`src/rw_decoder_pkg.sv`:
```
/*
 * Constants, types and bus map for the script I/O and register
 * read/write decoder. Assumes a single core clock domain.
 */
// Contract
// - Table indirect: absolute jump, table ID and sync.
// - Relative: instruction ID, signed jump offset.
// - Table fetch address is base plus word0 bits 23 to 0.
// - Bit 24 on Select asserts attention during selection.
// - Bit 24 on other I/O ops flags illegal.
// - Destination ID comes from bits 19 to 16.
// - Bit 10 sets or clears the carry flag.
// - Bit 9 sets or clears role bit 0.
// - Bits 6, 3 set or clear ACK, ATN latches.
// - ACK, ATN latches driven only as initiator or looped back; Select attention drives ATN in either role.
// - Failed selection jumps to word1.
// - Relative modes add signed offset to pointer.
// - Read/write combines register with first byte or immediate.
// - Op codes 000 to 100 are I/O, others read/write.
// - Bit 23 uses first byte instead of immediate.
// - Bits 22 to 16 address the 8-bit register.
// - Immediate byte is bits 15 to 8.
// - Op 111 writes result back to addressed register.
// - Op 110 writes first byte; op 101 reads it.
// - Bits 26 to 24 select the ALU operator.
// - Shifts rotate through the carry flag.
// - No subtract with first byte; software complements and adds.
// - One table word loads config, ID, offset and period.
package rw_decoder_pkg;
    // Register map, byte addresses.
    localparam logic [7:0] A_WORD0 = 8'h00;
    localparam logic [7:0] A_WORD1 = 8'h04;
    localparam logic [7:0] A_CTRL = 8'h08;
    localparam logic [7:0] A_STATUS = 8'h0c;
    localparam logic [7:0] A_DSB = 8'h10;
    localparam logic [7:0] A_PTR = 8'h14;
    localparam logic [7:0] A_JUMP = 8'h18;
    localparam logic [7:0] A_TABLE = 8'h1c;
    localparam int ST_BUSY = 0;
    localparam int ST_ILLEGAL = 1;
    localparam int ST_JUMPED = 2;
    localparam int ST_CARRY = 3;
    localparam int ST_TARGET = 4;
    // Internal 8-bit register addresses.
    localparam logic [6:0] R_ROLE = 7'h00;
    localparam logic [6:0] R_TIMING = 7'h03;
    localparam logic [6:0] R_FIRST = 7'h08;
    localparam logic [6:0] R_OCL = 7'h0c;
    localparam logic [6:0] R_LOOP = 7'h4e;
    localparam int OCL_ACK = 6;
    localparam int OCL_ATN = 3;
    localparam int LOOP_EN = 4;
    // Instruction fields.
    localparam int F_SELATN = 24;
    localparam int F_TABLE = 25;
    localparam int F_REL = 26;
    localparam int F_USEFB = 23;
    localparam int F_CARRY = 10;
    localparam int F_TARGET = 9;
    localparam int F_ACK = 6;
    localparam int F_ATN = 3;
    localparam logic [2:0] OP_SELECT = 3'h0;
    localparam logic [2:0] OP_WAITRES = 3'h2;
    localparam logic [2:0] OP_SET = 3'h3;
    localparam logic [2:0] OP_CLEAR = 3'h4;
    localparam logic [2:0] OP_FROMFB = 3'h5;
    localparam logic [2:0] OP_TOFB = 3'h6;
    localparam logic [2:0] OP_RMW = 3'h7;
    typedef enum logic [2:0] {
        ALU_LOAD = 3'h0, ALU_SHL = 3'h1, ALU_OR = 3'h2, ALU_XOR = 3'h3,
        ALU_AND = 3'h4, ALU_SHR = 3'h5, ALU_ADD = 3'h6, ALU_ADDC = 3'h7
    } alu_op_e;
    typedef enum logic [2:0] {
        S_IDLE = 3'b000, S_DECODE = 3'b001, S_READ = 3'b011,
        S_WRITE = 3'b010, S_TFETCH = 3'b110, S_SELWAIT = 3'b111
    } state_e;
    typedef struct packed {
        logic ack_oe;
        logic atn_oe;
        logic target_role;
    } scsi_ctl_s;
    typedef struct packed {
        logic [7:0] timing;
        logic [7:0] id;
        logic [7:0] sync;
        logic [7:0] pad;
    } table_entry_s;
endpackage

```
`src/reg_bank.sv`:
```
/*
 * Small byte-wide register bank for the chip registers that the
 * decoder does not keep in flops. Read data come from a register,
 * one cycle after the address.
 */
`timescale 1ns/10ps
`default_nettype none
module reg_bank #(
    parameter int AW = 7,
    parameter int DW = 8
) (
    input wire logic clk_in,
    input wire logic ce_in,
    input wire logic we_in,
    input wire logic [AW-1:0] addr_in,
    input wire logic [DW-1:0] wdata_in,
    output logic [DW-1:0] rdata_out
);
    logic [DW-1:0] mem [0:(1<<AW)-1];

    initial begin
        if (AW < 1 || AW > 12 || DW < 1) begin
            $error("reg_bank: unsupported size");
        end
    end

    always_ff @(posedge clk_in) begin
        if (ce_in && we_in) begin
            mem[addr_in] <= wdata_in;
        end
    end

    always_ff @(posedge clk_in) begin
        if (ce_in) begin
            rdata_out <= mem[addr_in];
        end
    end
endmodule
`default_nettype wire

```
`src/rw_decoder.sv`:
```
/*
 * Script I/O and register read/write instruction decoder with its
 * AXI4-Lite register slave. Assumes one clock, instruction words
 * written by software, and a SCSI core that reports selection outcome
 * and a memory port that serves table fetches on the same clock.
 */
// Implementation choices: the placing of the registers and register access over AXI4-Lite.
`timescale 1ns/10ps
`default_nettype none
module rw_decoder
    import rw_decoder_pkg::*;
(
    input wire logic clk_in,
    input wire logic nrst_in,
    input wire logic ce_in,
    input wire logic [7:0] s_awaddr_in,
    input wire logic s_awvalid_in,
    output logic s_awready_out,
    input wire logic [31:0] s_wdata_in,
    input wire logic [3:0] s_wstrb_in,
    input wire logic s_wvalid_in,
    output logic s_wready_out,
    output logic [1:0] s_bresp_out,
    output logic s_bvalid_out,
    input wire logic s_bready_in,
    input wire logic [7:0] s_araddr_in,
    input wire logic s_arvalid_in,
    output logic s_arready_out,
    output logic [31:0] s_rdata_out,
    output logic [1:0] s_rresp_out,
    output logic s_rvalid_out,
    input wire logic s_rready_in,
    output logic tbl_req_out,
    output logic [31:0] tbl_addr_out,
    input wire logic tbl_ack_in,
    input wire rw_decoder_pkg::table_entry_s tbl_data_in,
    output logic sel_start_out,
    output logic [3:0] sel_id_out,
    output logic sel_atn_out,
    input wire logic sel_ok_in,
    input wire logic sel_fail_in,
    output logic jump_out,
    output logic illegal_out,
    output rw_decoder_pkg::scsi_ctl_s scsi_out
);
    import rw_decoder_pkg::*;

    function automatic logic [31:0] merge(input logic [31:0] old, input logic [31:0] d, input logic [3:0] s);
        logic [31:0] r;
        r = old;
        for (int i = 0; i < 4; i++) begin
            if (s[i]) begin
                r[i*8 +: 8] = d[i*8 +: 8];
            end
        end
        return r;
    endfunction

    function automatic logic is_flop_reg(input logic [6:0] a);
        return a == R_ROLE || a == R_TIMING || a == R_FIRST || a == R_OCL || a == R_LOOP;
    endfunction

    function automatic logic [31:0] sext24(input logic [23:0] v);
        return {{8{v[23]}}, v};
    endfunction

    // Result in the low byte, carry out in bit 8.
    function automatic logic [8:0] alu(input alu_op_e op, input logic [7:0] a, input logic [7:0] b, input logic c);
        logic [8:0] r;
        r = {c, a};
        case (op)
            ALU_LOAD: r = {c, b};
            ALU_SHL: r = {a[7], a[6:0], c};
            ALU_OR: r = {c, a | b};
            ALU_XOR: r = {c, a ^ b};
            ALU_AND: r = {c, a & b};
            ALU_SHR: r = {a[0], c, a[7:1]};
            ALU_ADD: r = {1'b0, a} + {1'b0, b};
            ALU_ADDC: r = {1'b0, a} + {1'b0, b} + {8'h00, c};
            default: r = {c, a};
        endcase
        return r;
    endfunction

    state_e state_q;
    logic [31:0] word0_q, word1_q, dsb_q, ptr_q, jump_q;
    logic start_q, illegal_q, jumped_q, carry_q;
    logic [7:0] role_q, timing_q, first_q, ocl_q, loop_q, id_q, sync_q;
    logic [7:0] opnd_q, bank_rdata;
    logic bank_we;
    logic [7:0] bank_wdata;
    logic aw_have_q, w_have_q;
    logic [7:0] aw_addr_q;
    logic [31:0] w_data_q;
    logic [3:0] w_strb_q;
    logic wr_fire, ctrl_start, illegal_set;
    logic [8:0] alu_res;

    wire logic [2:0] opcode = word0_q[29:27];
    wire logic is_io = opcode <= OP_CLEAR;
    wire logic [6:0] raddr = word0_q[22:16];
    wire logic [7:0] imm = word0_q[15:8];
    wire logic tbl_mode = word0_q[F_TABLE];
    wire logic rel_mode = word0_q[F_REL];
    wire logic is_busy = state_q != S_IDLE;

    reg_bank #(.AW(7), .DW(8)) u_bank (
        .clk_in(clk_in),
        .ce_in(ce_in),
        .we_in(bank_we),
        .addr_in(raddr),
        .wdata_in(bank_wdata),
        .rdata_out(bank_rdata)
    );

    // Bus slave: address and data are taken independently.
    assign s_awready_out = !aw_have_q && !s_bvalid_out;
    assign s_wready_out = !w_have_q && !s_bvalid_out;
    assign s_arready_out = !s_rvalid_out;
    assign wr_fire = aw_have_q && w_have_q && !s_bvalid_out;
    assign ctrl_start = wr_fire && aw_addr_q == A_CTRL && w_strb_q[0] && w_data_q[0];

    always_ff @(posedge clk_in) begin
        if (!nrst_in) begin
            aw_have_q <= 1'b0;
            w_have_q <= 1'b0;
            aw_addr_q <= 8'h00;
            w_data_q <= 32'h0000_0000;
            w_strb_q <= 4'h0;
            s_bvalid_out <= 1'b0;
            s_bresp_out <= 2'h0;
        end else if (ce_in) begin
            if (s_awvalid_in && s_awready_out) begin
                aw_have_q <= 1'b1;
                aw_addr_q <= s_awaddr_in;
            end
            if (s_wvalid_in && s_wready_out) begin
                w_have_q <= 1'b1;
                w_data_q <= s_wdata_in;
                w_strb_q <= s_wstrb_in;
            end
            if (wr_fire) begin
                aw_have_q <= 1'b0;
                w_have_q <= 1'b0;
                s_bvalid_out <= 1'b1;
                s_bresp_out <= aw_addr_q > A_TABLE || aw_addr_q[1:0] != 2'h0 ? 2'h3 : 2'h0;
            end else if (s_bready_in) begin
                s_bvalid_out <= 1'b0;
            end
        end
    end

    always_ff @(posedge clk_in) begin
        if (!nrst_in) begin
            s_rvalid_out <= 1'b0;
            s_rdata_out <= 32'h0000_0000;
            s_rresp_out <= 2'h0;
        end else if (ce_in) begin
            if (s_arvalid_in && s_arready_out) begin
                s_rvalid_out <= 1'b1;
                s_rresp_out <= 2'h0;
                case (s_araddr_in)
                    A_WORD0: s_rdata_out <= word0_q;
                    A_WORD1: s_rdata_out <= word1_q;
                    A_CTRL: s_rdata_out <= 32'h0000_0000;
                    A_STATUS: s_rdata_out <= {16'h0000, first_q, 3'h0, role_q[0], carry_q, jumped_q, illegal_q, is_busy};
                    A_DSB: s_rdata_out <= dsb_q;
                    A_PTR: s_rdata_out <= ptr_q;
                    A_JUMP: s_rdata_out <= jump_q;
                    A_TABLE: s_rdata_out <= {timing_q, id_q, sync_q, 8'h00};
                    default: begin
                        s_rdata_out <= 32'h0000_0000;
                        s_rresp_out <= 2'h3;
                    end
                endcase
            end else if (s_rready_in) begin
                s_rvalid_out <= 1'b0;
            end
        end
    end

    // Software-visible words. A busy decoder keeps its instruction stable.
    always_ff @(posedge clk_in) begin
        if (!nrst_in) begin
            word0_q <= 32'h0000_0000;
            word1_q <= 32'h0000_0000;
            dsb_q <= 32'h0000_0000;
        end else if (ce_in && wr_fire) begin
            if (aw_addr_q == A_WORD0 && !is_busy) word0_q <= merge(word0_q, w_data_q, w_strb_q);
            if (aw_addr_q == A_WORD1 && !is_busy) word1_q <= merge(word1_q, w_data_q, w_strb_q);
            if (aw_addr_q == A_DSB) dsb_q <= merge(dsb_q, w_data_q, w_strb_q);
        end
    end

    always_ff @(posedge clk_in) begin
        if (!nrst_in) begin
            ptr_q <= 32'h0000_0000;
        end else if (ce_in && wr_fire && aw_addr_q == A_PTR) begin
            ptr_q <= merge(ptr_q, w_data_q, w_strb_q);
        end else if (ce_in && state_q == S_SELWAIT && sel_fail_in) begin
            ptr_q <= jump_q;
        end
    end

    assign illegal_set = state_q == S_DECODE && is_io && word0_q[F_SELATN] && opcode != OP_SELECT;

    // Sticky flags: a hardware set in the same cycle beats a software clear.
    always_ff @(posedge clk_in) begin
        if (!nrst_in) begin
            illegal_q <= 1'b0;
            jumped_q <= 1'b0;
        end else if (ce_in) begin
            if (wr_fire && aw_addr_q == A_STATUS && w_strb_q[0]) begin
                if (w_data_q[ST_ILLEGAL]) illegal_q <= 1'b0;
                if (w_data_q[ST_JUMPED]) jumped_q <= 1'b0;
            end
            if (illegal_set) illegal_q <= 1'b1;
            if (state_q == S_SELWAIT && sel_fail_in) jumped_q <= 1'b1;
        end
    end

    always_ff @(posedge clk_in) begin
        if (!nrst_in) begin
            start_q <= 1'b0;
        end else if (ce_in) begin
            start_q <= ctrl_start && !is_busy;
        end
    end

    always_ff @(posedge clk_in) begin
        if (!nrst_in) begin
            state_q <= S_IDLE;
        end else if (ce_in) begin
            case (state_q)
                S_IDLE: if (start_q) state_q <= S_DECODE;
                S_DECODE: begin
                    if (!is_io) state_q <= S_READ;
                    else if (illegal_set) state_q <= S_IDLE;
                    else if (opcode == OP_SELECT && tbl_mode) state_q <= S_TFETCH;
                    else if (opcode == OP_SELECT || opcode == OP_WAITRES) state_q <= S_SELWAIT;
                    else state_q <= S_IDLE;
                end
                S_READ: state_q <= S_WRITE;
                S_WRITE: state_q <= S_IDLE;
                S_TFETCH: if (tbl_ack_in) state_q <= S_SELWAIT;
                S_SELWAIT: if (sel_ok_in || sel_fail_in) state_q <= S_IDLE;
                default: state_q <= S_IDLE;
            endcase
        end
    end

    // Jump target on a failed selection, absolute or relative to the pointer.
    always_ff @(posedge clk_in) begin
        if (!nrst_in) begin
            jump_q <= 32'h0000_0000;
        end else if (ce_in && state_q == S_DECODE && is_io) begin
            jump_q <= rel_mode ? ptr_q + sext24(word1_q[23:0]) : word1_q;
        end
    end

    always_ff @(posedge clk_in) begin
        if (!nrst_in) begin
            tbl_req_out <= 1'b0;
            tbl_addr_out <= 32'h0000_0000;
        end else if (ce_in) begin
            if (state_q == S_DECODE && is_io && opcode == OP_SELECT && tbl_mode && !illegal_set) begin
                tbl_req_out <= 1'b1;
                tbl_addr_out <= dsb_q + sext24(word0_q[23:0]);
            end else if (tbl_ack_in) begin
                tbl_req_out <= 1'b0;
            end
        end
    end

    // Table data arrive as one word; the device ID only uses its low nibble.
    always_ff @(posedge clk_in) begin
        if (!nrst_in) begin
            id_q <= 8'h00;
            sync_q <= 8'h00;
        end else if (ce_in) begin
            if (state_q == S_TFETCH && tbl_ack_in) begin
                id_q <= tbl_data_in.id;
                sync_q <= tbl_data_in.sync;
            end else if (state_q == S_DECODE && is_io && !tbl_mode) begin
                id_q <= {4'h0, word0_q[19:16]};
            end
        end
    end

    always_ff @(posedge clk_in) begin
        if (!nrst_in) begin
            sel_start_out <= 1'b0;
            sel_atn_out <= 1'b0;
            sel_id_out <= 4'h0;
            jump_out <= 1'b0;
        end else if (ce_in) begin
            sel_start_out <= 1'b0;
            jump_out <= state_q == S_SELWAIT && sel_fail_in && !sel_ok_in;
            if ((state_q == S_DECODE && is_io && !illegal_set && !tbl_mode
                 && (opcode == OP_SELECT || opcode == OP_WAITRES))
                || (state_q == S_TFETCH && tbl_ack_in)) begin
                sel_start_out <= 1'b1;
                sel_id_out <= state_q == S_TFETCH ? tbl_data_in.id[3:0] : word0_q[19:16];
                sel_atn_out <= opcode == OP_SELECT && word0_q[F_SELATN];
            end else if (state_q == S_SELWAIT && (sel_ok_in || sel_fail_in)) begin
                sel_atn_out <= 1'b0;
            end
        end
    end

    assign alu_res = alu(alu_op_e'(word0_q[26:24]), opnd_q,
                         word0_q[F_USEFB] ? first_q : imm, carry_q);

    // First operand: the addressed register, or the first byte for op 101.
    always_ff @(posedge clk_in) begin
        if (!nrst_in) begin
            opnd_q <= 8'h00;
        end else if (ce_in && state_q == S_READ) begin
            if (opcode == OP_FROMFB) opnd_q <= first_q;
            else if (!is_flop_reg(raddr)) opnd_q <= bank_rdata;
            else if (raddr == R_ROLE) opnd_q <= role_q;
            else if (raddr == R_TIMING) opnd_q <= timing_q;
            else if (raddr == R_FIRST) opnd_q <= first_q;
            else if (raddr == R_OCL) opnd_q <= ocl_q;
            else opnd_q <= loop_q;
        end
    end

    wire logic wr_reg = state_q == S_WRITE && opcode != OP_TOFB;
    assign bank_we = wr_reg && !is_flop_reg(raddr);
    assign bank_wdata = alu_res[7:0];

    always_ff @(posedge clk_in) begin
        if (!nrst_in) begin
            carry_q <= 1'b0;
        end else if (ce_in) begin
            if (state_q == S_WRITE) carry_q <= alu_res[8];
            else if (state_q == S_DECODE && word0_q[F_CARRY] && opcode == OP_SET) carry_q <= 1'b1;
            else if (state_q == S_DECODE && word0_q[F_CARRY] && opcode == OP_CLEAR) carry_q <= 1'b0;
        end
    end

    always_ff @(posedge clk_in) begin
        if (!nrst_in) begin
            first_q <= 8'h00;
            timing_q <= 8'h00;
            loop_q <= 8'h00;
        end else if (ce_in) begin
            if (state_q == S_WRITE && opcode == OP_TOFB) first_q <= alu_res[7:0];
            if (wr_reg && raddr == R_FIRST) first_q <= alu_res[7:0];
            if (wr_reg && raddr == R_LOOP) loop_q <= alu_res[7:0];
            if (wr_reg && raddr == R_TIMING) timing_q <= alu_res[7:0];
            else if (state_q == S_TFETCH && tbl_ack_in) timing_q <= tbl_data_in.timing;
        end
    end

    wire logic set_clr = state_q == S_DECODE && (opcode == OP_SET || opcode == OP_CLEAR);
    wire logic set_val = opcode == OP_SET;

    always_ff @(posedge clk_in) begin
        if (!nrst_in) begin
            role_q <= 8'h00;
            ocl_q <= 8'h00;
        end else if (ce_in) begin
            if (wr_reg && raddr == R_ROLE) role_q <= alu_res[7:0];
            else if (set_clr && word0_q[F_TARGET]) role_q[0] <= set_val;
            if (wr_reg && raddr == R_OCL) ocl_q <= alu_res[7:0];
            else if (set_clr) begin
                if (word0_q[F_ACK]) ocl_q[OCL_ACK] <= set_val;
                if (word0_q[F_ATN]) ocl_q[OCL_ATN] <= set_val;
            end
        end
    end

    // Initiator ACK and ATN latches stay off the bus in target role unless looped back; selection attention (sel_atn_out) drives ATN in either role.
    always_ff @(posedge clk_in) begin
        if (!nrst_in) begin
            scsi_out <= '0;
            illegal_out <= 1'b0;
        end else if (ce_in) begin
            scsi_out.ack_oe <= ocl_q[OCL_ACK] && (!role_q[0] || loop_q[LOOP_EN]);
            scsi_out.atn_oe <= (ocl_q[OCL_ATN] && (!role_q[0] || loop_q[LOOP_EN])) || sel_atn_out;
            scsi_out.target_role <= role_q[0];
            illegal_out <= illegal_set;
        end
    end
endmodule
`default_nettype wire

```
`config.mk`:
```
export PLATFORM = sky130hd
export DESIGN_NAME = rw_decoder
export DESIGN_NICKNAME = d
export VERILOG_FILES = /design/src/rw_decoder_pkg.sv /design/src/reg_bank.sv /design/src/rw_decoder.sv
export SDC_FILE = /design/constraint.sdc
export NUM_CORES = 2
export LEC_CHECK = 0
export ABC_CLOCK_PERIOD_IN_PS = 8900
export BUFFER_PORTS_ARGS = -buffer_cell sky130_fd_sc_hd__buf_2
export CORE_MARGIN = 4
export CORE_UTILIZATION = 64
export CTS_BUF_LIST = sky130_fd_sc_hd__clkbuf_4
export DETAILED_ROUTE_END_ITERATION = 12
export PLACE_DENSITY = 0.82
export SYNTH_ARGS = -nofsm -noshare
export SYNTH_HDL_FRONTEND = slang
export SYNTH_SLANG_ARGS = --single-unit
```
`constraint.sdc`:
```
create_clock -name clk_in -period 8.9 [get_ports clk_in]
set_input_delay 0.445 -clock clk_in [delete_from_list [all_inputs] [get_ports clk_in]]
set_output_delay 0.445 -clock clk_in [all_outputs]
set_load 0.01 [all_outputs]
```
==> tab_implementation.tex <==
\begin{tabular}{lr}
\hline
Metric & Value \\
\hline
\multicolumn{2}{l}{\textbf{Run status}} \\
\quad Status & finished, final reports clean \\
\multicolumn{2}{l}{\textbf{Global route}} \\
\quad Grt total ovfl & 0 \\
\quad Vias in the first global route & $\sim$43000 \\
\quad Overall global routing resource usage & 0.355 \\
\quad Antenna violations before repair & 13 \\
\quad First-pass GRT wire length & 263 mm \\
\quad Pin count of the biggest net entering global routing & 114 \\
\multicolumn{2}{l}{\textbf{Die}} \\
\quad Effective utilization at floorplan & 0.646 \\
\quad Count of pins on the block boundary & 180 \\
\quad Die width & 313 um \\
\quad Overall die area & slightly below 100000 um2 \\
\quad Die Height & 313 um \\
\quad Placement row count & 111 \\
\quad Floorplan Core Area & between 90000 and 100000 um2 \\
\multicolumn{2}{l}{\textbf{Clock network}} \\
\quad Clock Path Buffers & 4 \\
\quad Clock slew seen by the registers of the worst setup and hold paths & around 0.07 ns \\
\quad Clock root buffer master & sky130\_fd\_sc\_hd\_\_clkbuf\_4 \\
\quad Worst-Skew Late Latency & 1.27 ns \\
\quad Number of buffers created by CTS & 359 \\
\quad Sink Count & 1389 \\
\quad CTS H-Tree Depth & 5 \\
\quad Clock tree from TritonCTS & done \\
\multicolumn{2}{l}{\textbf{Power}} \\
\quad Total power divided by cell area & 186 nW/um2 \\
\quad Power, Total & 12.5 mW \\
\quad Leakage & 21.2 nW \\
\quad Peak VDD IR & 0.173 mV \\
\multicolumn{2}{l}{\textbf{Synth}} \\
\quad Cell types occupying the most area after synthesis & sky130\_fd\_sc\_hd\_\_edfxtp\_1 (52\%), sky130\_fd\_sc\_hd\_\_dfxtp\_1 (12\%), sky130\_fd\_sc\_hd\_\_mux4\_2 (6.1\%) \\
\quad Number of enable flip-flop cells after synthesis & 1032 \\
\quad Count of different cell masters after synthesis & 90 \\
\quad Cells after Synth & approximately 4500 \\
\quad Post-synth top flop & sky130\_fd\_sc\_hd\_\_edfxtp\_1 \\
\quad Synthesized cell area & slightly below 60000 um2 \\
\quad Top cell type by total area after synthesis & sky130\_fd\_sc\_hd\_\_edfxtp\_1 \\
\quad Total of flip-flops plus latches after synthesis & 1389 \\
\quad Async set-or-reset flop fraction in the synthesized netlist & 0 \\
\quad Total number of yosys warnings & 0 \\
\quad Fraction of post-synthesis cell area in the top cell type by area & 0.522 \\
\quad Fraction of the yosys area taken by sequential cells & 0.642 \\
\quad Syn\_area\_per\_cell & 13.3 um2 \\
\multicolumn{2}{l}{\textbf{Setup path}} \\
\quad Worst path required time & 9.73 ns \\
\quad Worst r2r src & word0\_q[23] \\
\quad Worst R2R Setup Slack & 3.55 ns \\
\quad Largest fanout on the critical path & 90 \\
\quad Endpoint of the worst-slack reg-to-reg timing path & u\_bank.mem[44][7] \\
\quad Signal arrival time at the worst endpoint & 6.18 ns \\
\quad Number of cells on the worst reg-to-reg path & 14 \\
\quad Setup crit start kind & flop \\
\quad Category of the worst setup path capture point & flop \\
\quad Critical path type & reg2reg \\
\multicolumn{2}{l}{\textbf{Cells and area}} \\
\quad Number of inserted filler cells in the final layout & 5535 \\
\quad Number of nets at the end of the flow & 5185 \\
\quad Fraction of layout cells with a size suffix above 1 & 0.197 \\
\quad Area overhead of the layout relative to synthesis & 13.7\% \\
\quad Multi-input logic area & 20100 um2 \\
\quad Combined flip-flop and latch cell area & 38200 um2 \\
\multicolumn{2}{l}{\textbf{Route}} \\
\quad Residual DRC count & 0 \\
\quad Number of iterations in the first detailed-routing pass & 10 \\
\quad Routed len/inst & 27.0 um \\
\quad Final WL & 175 mm \\
\quad Antenna violation net count after detailed routing & 0 \\
\quad Total number of vias & 43600 \\
\quad Detailed-route vias per instance & 6.70 \\
\quad Number of violations reported at the end of detailed-routing iteration 0 & just over 6000 \\
\multicolumn{2}{l}{\textbf{STA}} \\
\quad Slew @ Worst Pin & 1.19 ns \\
\quad Final critical path time including I/O delays and setup & 5.35 ns \\
\quad Portion of the clock cycle consumed by the worst path in the final layout & 0.601 \\
\quad Final total negative setup slack & 0 ns \\
\quad Max Clock Freq & 187 MHz \\
\quad Final setup violation count & 0 \\
\quad Tightest slew margin relative to the limit & 0.185 \\
\quad Clock Skew & about 0.17 ns \\
\quad Unrepaired setup endpoints after global routing & false \\
\quad Hold violation total from the final report & 0 \\
\quad Number of pins with negative max-slew slack in the final report & 0 \\
\multicolumn{2}{l}{\textbf{Hold path}} \\
\quad Worst Hold Path EP & sync\_q[4] \\
\quad Depth of the worst hold-timing path & 4 \\
\quad Hold Crit Start & tbl\_data\_in[12] \\
\quad Hold crit path type & in2reg \\
\multicolumn{2}{l}{\textbf{Placement}} \\
\quad Routability congestion estimate from global placement & around 0.94 \\
\quad Placed wire-length estimate after detailed placement & 101 mm \\
\quad Number of buffer cells added on primary ports & 171 \\
\multicolumn{2}{l}{\textbf{Flow run}} \\
\quad Reported max-cap violation count & 0 \\
\hline
\end{tabular}
[cell type report]
type                    count  share of cell area
inverters                  56             0.00330
repair buffers            426              0.0482
multi-input cells        2773               0.298
flip-flops and latches   1389               0.565
clock buffers             489              0.0544
diodes                     10            0.000371
clock inverters           110             0.00772
well taps                1243              0.0230
[where the power goes]
group | switching (mW) | leakage [nW] | total [mW] | internal (mW)
sequential | 0.0558 | 10.4 | 6.97 | 6.91
combinational | 0.243 | 8.30 | 0.400 | 0.156
clock | 2.54 | 2.50 | 5.16 | 2.62
[placed cells by master, fill, tap and decap left out, drive strengths merged, types with 169 or more instances in the layout]
cell type | Yosys | layout
nand2 | 403 | 403
buf | 128 | 239
dlygate4sd3 | 0 | 187
a22oi | 171 | 171
mux2i | 209 | 209
clkbuf | 158 | 489
a21oi | 270 | 270
edfxtp | 1032 | 1032
o21ai | 169 | 169
dfxtp | 357 | 357
nor2 | 449 | 449
[stage by stage]
stage / area, um2 / worst slack, ns / std cells / utilization / hold slack (ns)
3_5_place_dp: 61500 / 3.71 / 5700 / 0.668 / 0.443
3_3_place_gp: 61500 / 3.87 / 5700 / 0.668 / 0.438
6_report: 67500 / 3.55 / 6496 / 0.735 / 0.0555
2_1_floorplan: 59600 / 1.50 / 4504 / - / 0.431
5_1_grt: 67500 / 3.29 / 6490 / 0.734 / 0.0525
4_1_cts: 67500 / 3.67 / 6486 / 0.734 / 0.0159
[registers in the layout, summed over array words and instances (netlist names), 8 cells and up]
name and flops:
jump_q 32, sync_q 8, dsb_q 32, u_bank.mem 1024, u_bank.rdata_out 8, s_rdata_out 32
first_q 8, aw_addr_q 8, id_q 8, word1_q 32, tbl_addr_out 32, word0_q 32
timing_q 8, role_q 8, ocl_q 8, opnd_q 8, ptr_q 32, w_data_q 32
loop_q 8
[synthesized netlist by cell type, types with 9 or more instances]
library cell               number
sky130_fd_sc_hd__a21o_1        42
sky130_fd_sc_hd__a31oi_1       25
sky130_fd_sc_hd__nand3_1       68
sky130_fd_sc_hd__nor3_1        38
sky130_fd_sc_hd__o21ai_1       13
sky130_fd_sc_hd__a311oi_1      36
sky130_fd_sc_hd__nor2_2         9
sky130_fd_sc_hd__xor2_1        17
sky130_fd_sc_hd__a22o_1        59
sky130_fd_sc_hd__ha_1          82
sky130_fd_sc_hd__mux2_2        47
sky130_fd_sc_hd__a22oi_1      171
sky130_fd_sc_hd__nand2b_1      17
sky130_fd_sc_hd__a211o_1       11
sky130_fd_sc_hd__and3_1        23
sky130_fd_sc_hd__nor2b_1       22
sky130_fd_sc_hd__a21boi_0      23
sky130_fd_sc_hd__nand2_1      400
sky130_fd_sc_hd__xnor2_1       22
sky130_fd_sc_hd__o21ai_0      155
sky130_fd_sc_hd__mux4_2       161
sky130_fd_sc_hd__buf_4         11
sky130_fd_sc_hd__nand3b_1      12
sky130_fd_sc_hd__o22ai_1        9
sky130_fd_sc_hd__edfxtp_1    1032
sky130_fd_sc_hd__o21a_1        12
sky130_fd_sc_hd__inv_1         55
sky130_fd_sc_hd__a211oi_1      41
sky130_fd_sc_hd__buf_1         30
sky130_fd_sc_hd__o211ai_1      17
sky130_fd_sc_hd__nor2_1       435
sky130_fd_sc_hd__o221ai_1       9
sky130_fd_sc_hd__and2_1        14
sky130_fd_sc_hd__buf_2         86
sky130_fd_sc_hd__mux2i_1      209
sky130_fd_sc_hd__nand4_1       70
sky130_fd_sc_hd__a21oi_1      269
sky130_fd_sc_hd__a221oi_1      56
sky130_fd_sc_hd__clkbuf_1     156
sky130_fd_sc_hd__or3_1         18
sky130_fd_sc_hd__dfxtp_1      357
[routing by layer]
layer | up-vias | share of wire | track usage
li1 | 18500 | - | -
met5 | - | 0 | 0.00148
met1 | 20900 | 0.35 | 0.443
met3 | 818 | 0.12 | 0.104
met2 | 3406 | 0.46 | 0.547
met4 | 0 | 0.071 | 0.227
[how the worst max path moves through the flow]
stage,to,from
floorplan,u_bank.mem[0][5],word0_q[23]
global placement,u_bank.mem[40][7],word0_q[23]
detailed placement,u_bank.mem[44][7],word0_q[23]
CTS,ocl_q[7],word0_q[23]
global route,u_bank.mem[44][7],word0_q[23]
finish,u_bank.mem[44][7],word0_q[23]
[logic make-up (layout without fill, tap and decap cells)]
family | count (synthesis) | after routing | synth area share
other | 1 | 50 | 0.0000631
XOR/XNOR | 40 | 40 | 0.00615
AND/OR/NAND/NOR | 1171 | 1171 | 0.0880
buffers and inverters | 342 | 1081 | 0.0243
adder cells (fa/ha/maj) | 85 | 85 | 0.0183
flip-flops | 1389 | 1389 | 0.642
multiplexers | 417 | 417 | 0.105
AO/OA/AOI/OAI | 1020 | 1020 | 0.116
[worst max-delay path, stage by stage, from the launching register on]
cell and delay [ns]:
sky130_fd_sc_hd__dfxtp_1 0.32, sky130_fd_sc_hd__buf_4 0.30, sky130_fd_sc_hd__mux2i_1 0.35, sky130_fd_sc_hd__inv_1 0.08, sky130_fd_sc_hd__ha_1 0.25, sky130_fd_sc_hd__fa_1 0.48, sky130_fd_sc_hd__a21o_1 0.19, sky130_fd_sc_hd__a21oi_1 0.25
sky130_fd_sc_hd__o21bai_1 0.11, sky130_fd_sc_hd__a21oi_1 0.23, sky130_fd_sc_hd__xnor2_1 0.21, sky130_fd_sc_hd__nand4b_1 0.16, sky130_fd_sc_hd__xor2_1 0.24, sky130_fd_sc_hd__o21ai_4 0.87, sky130_fd_sc_hd__buf_4 0.84
[what timing repair did]
item	in CTS	in global routing
gates resized for setup	0	0
hold buffers	187	0
hold endpoints to repair	154	0
setup buffers	0	0
Note: power is estimated with default switching activity, not from simulation.
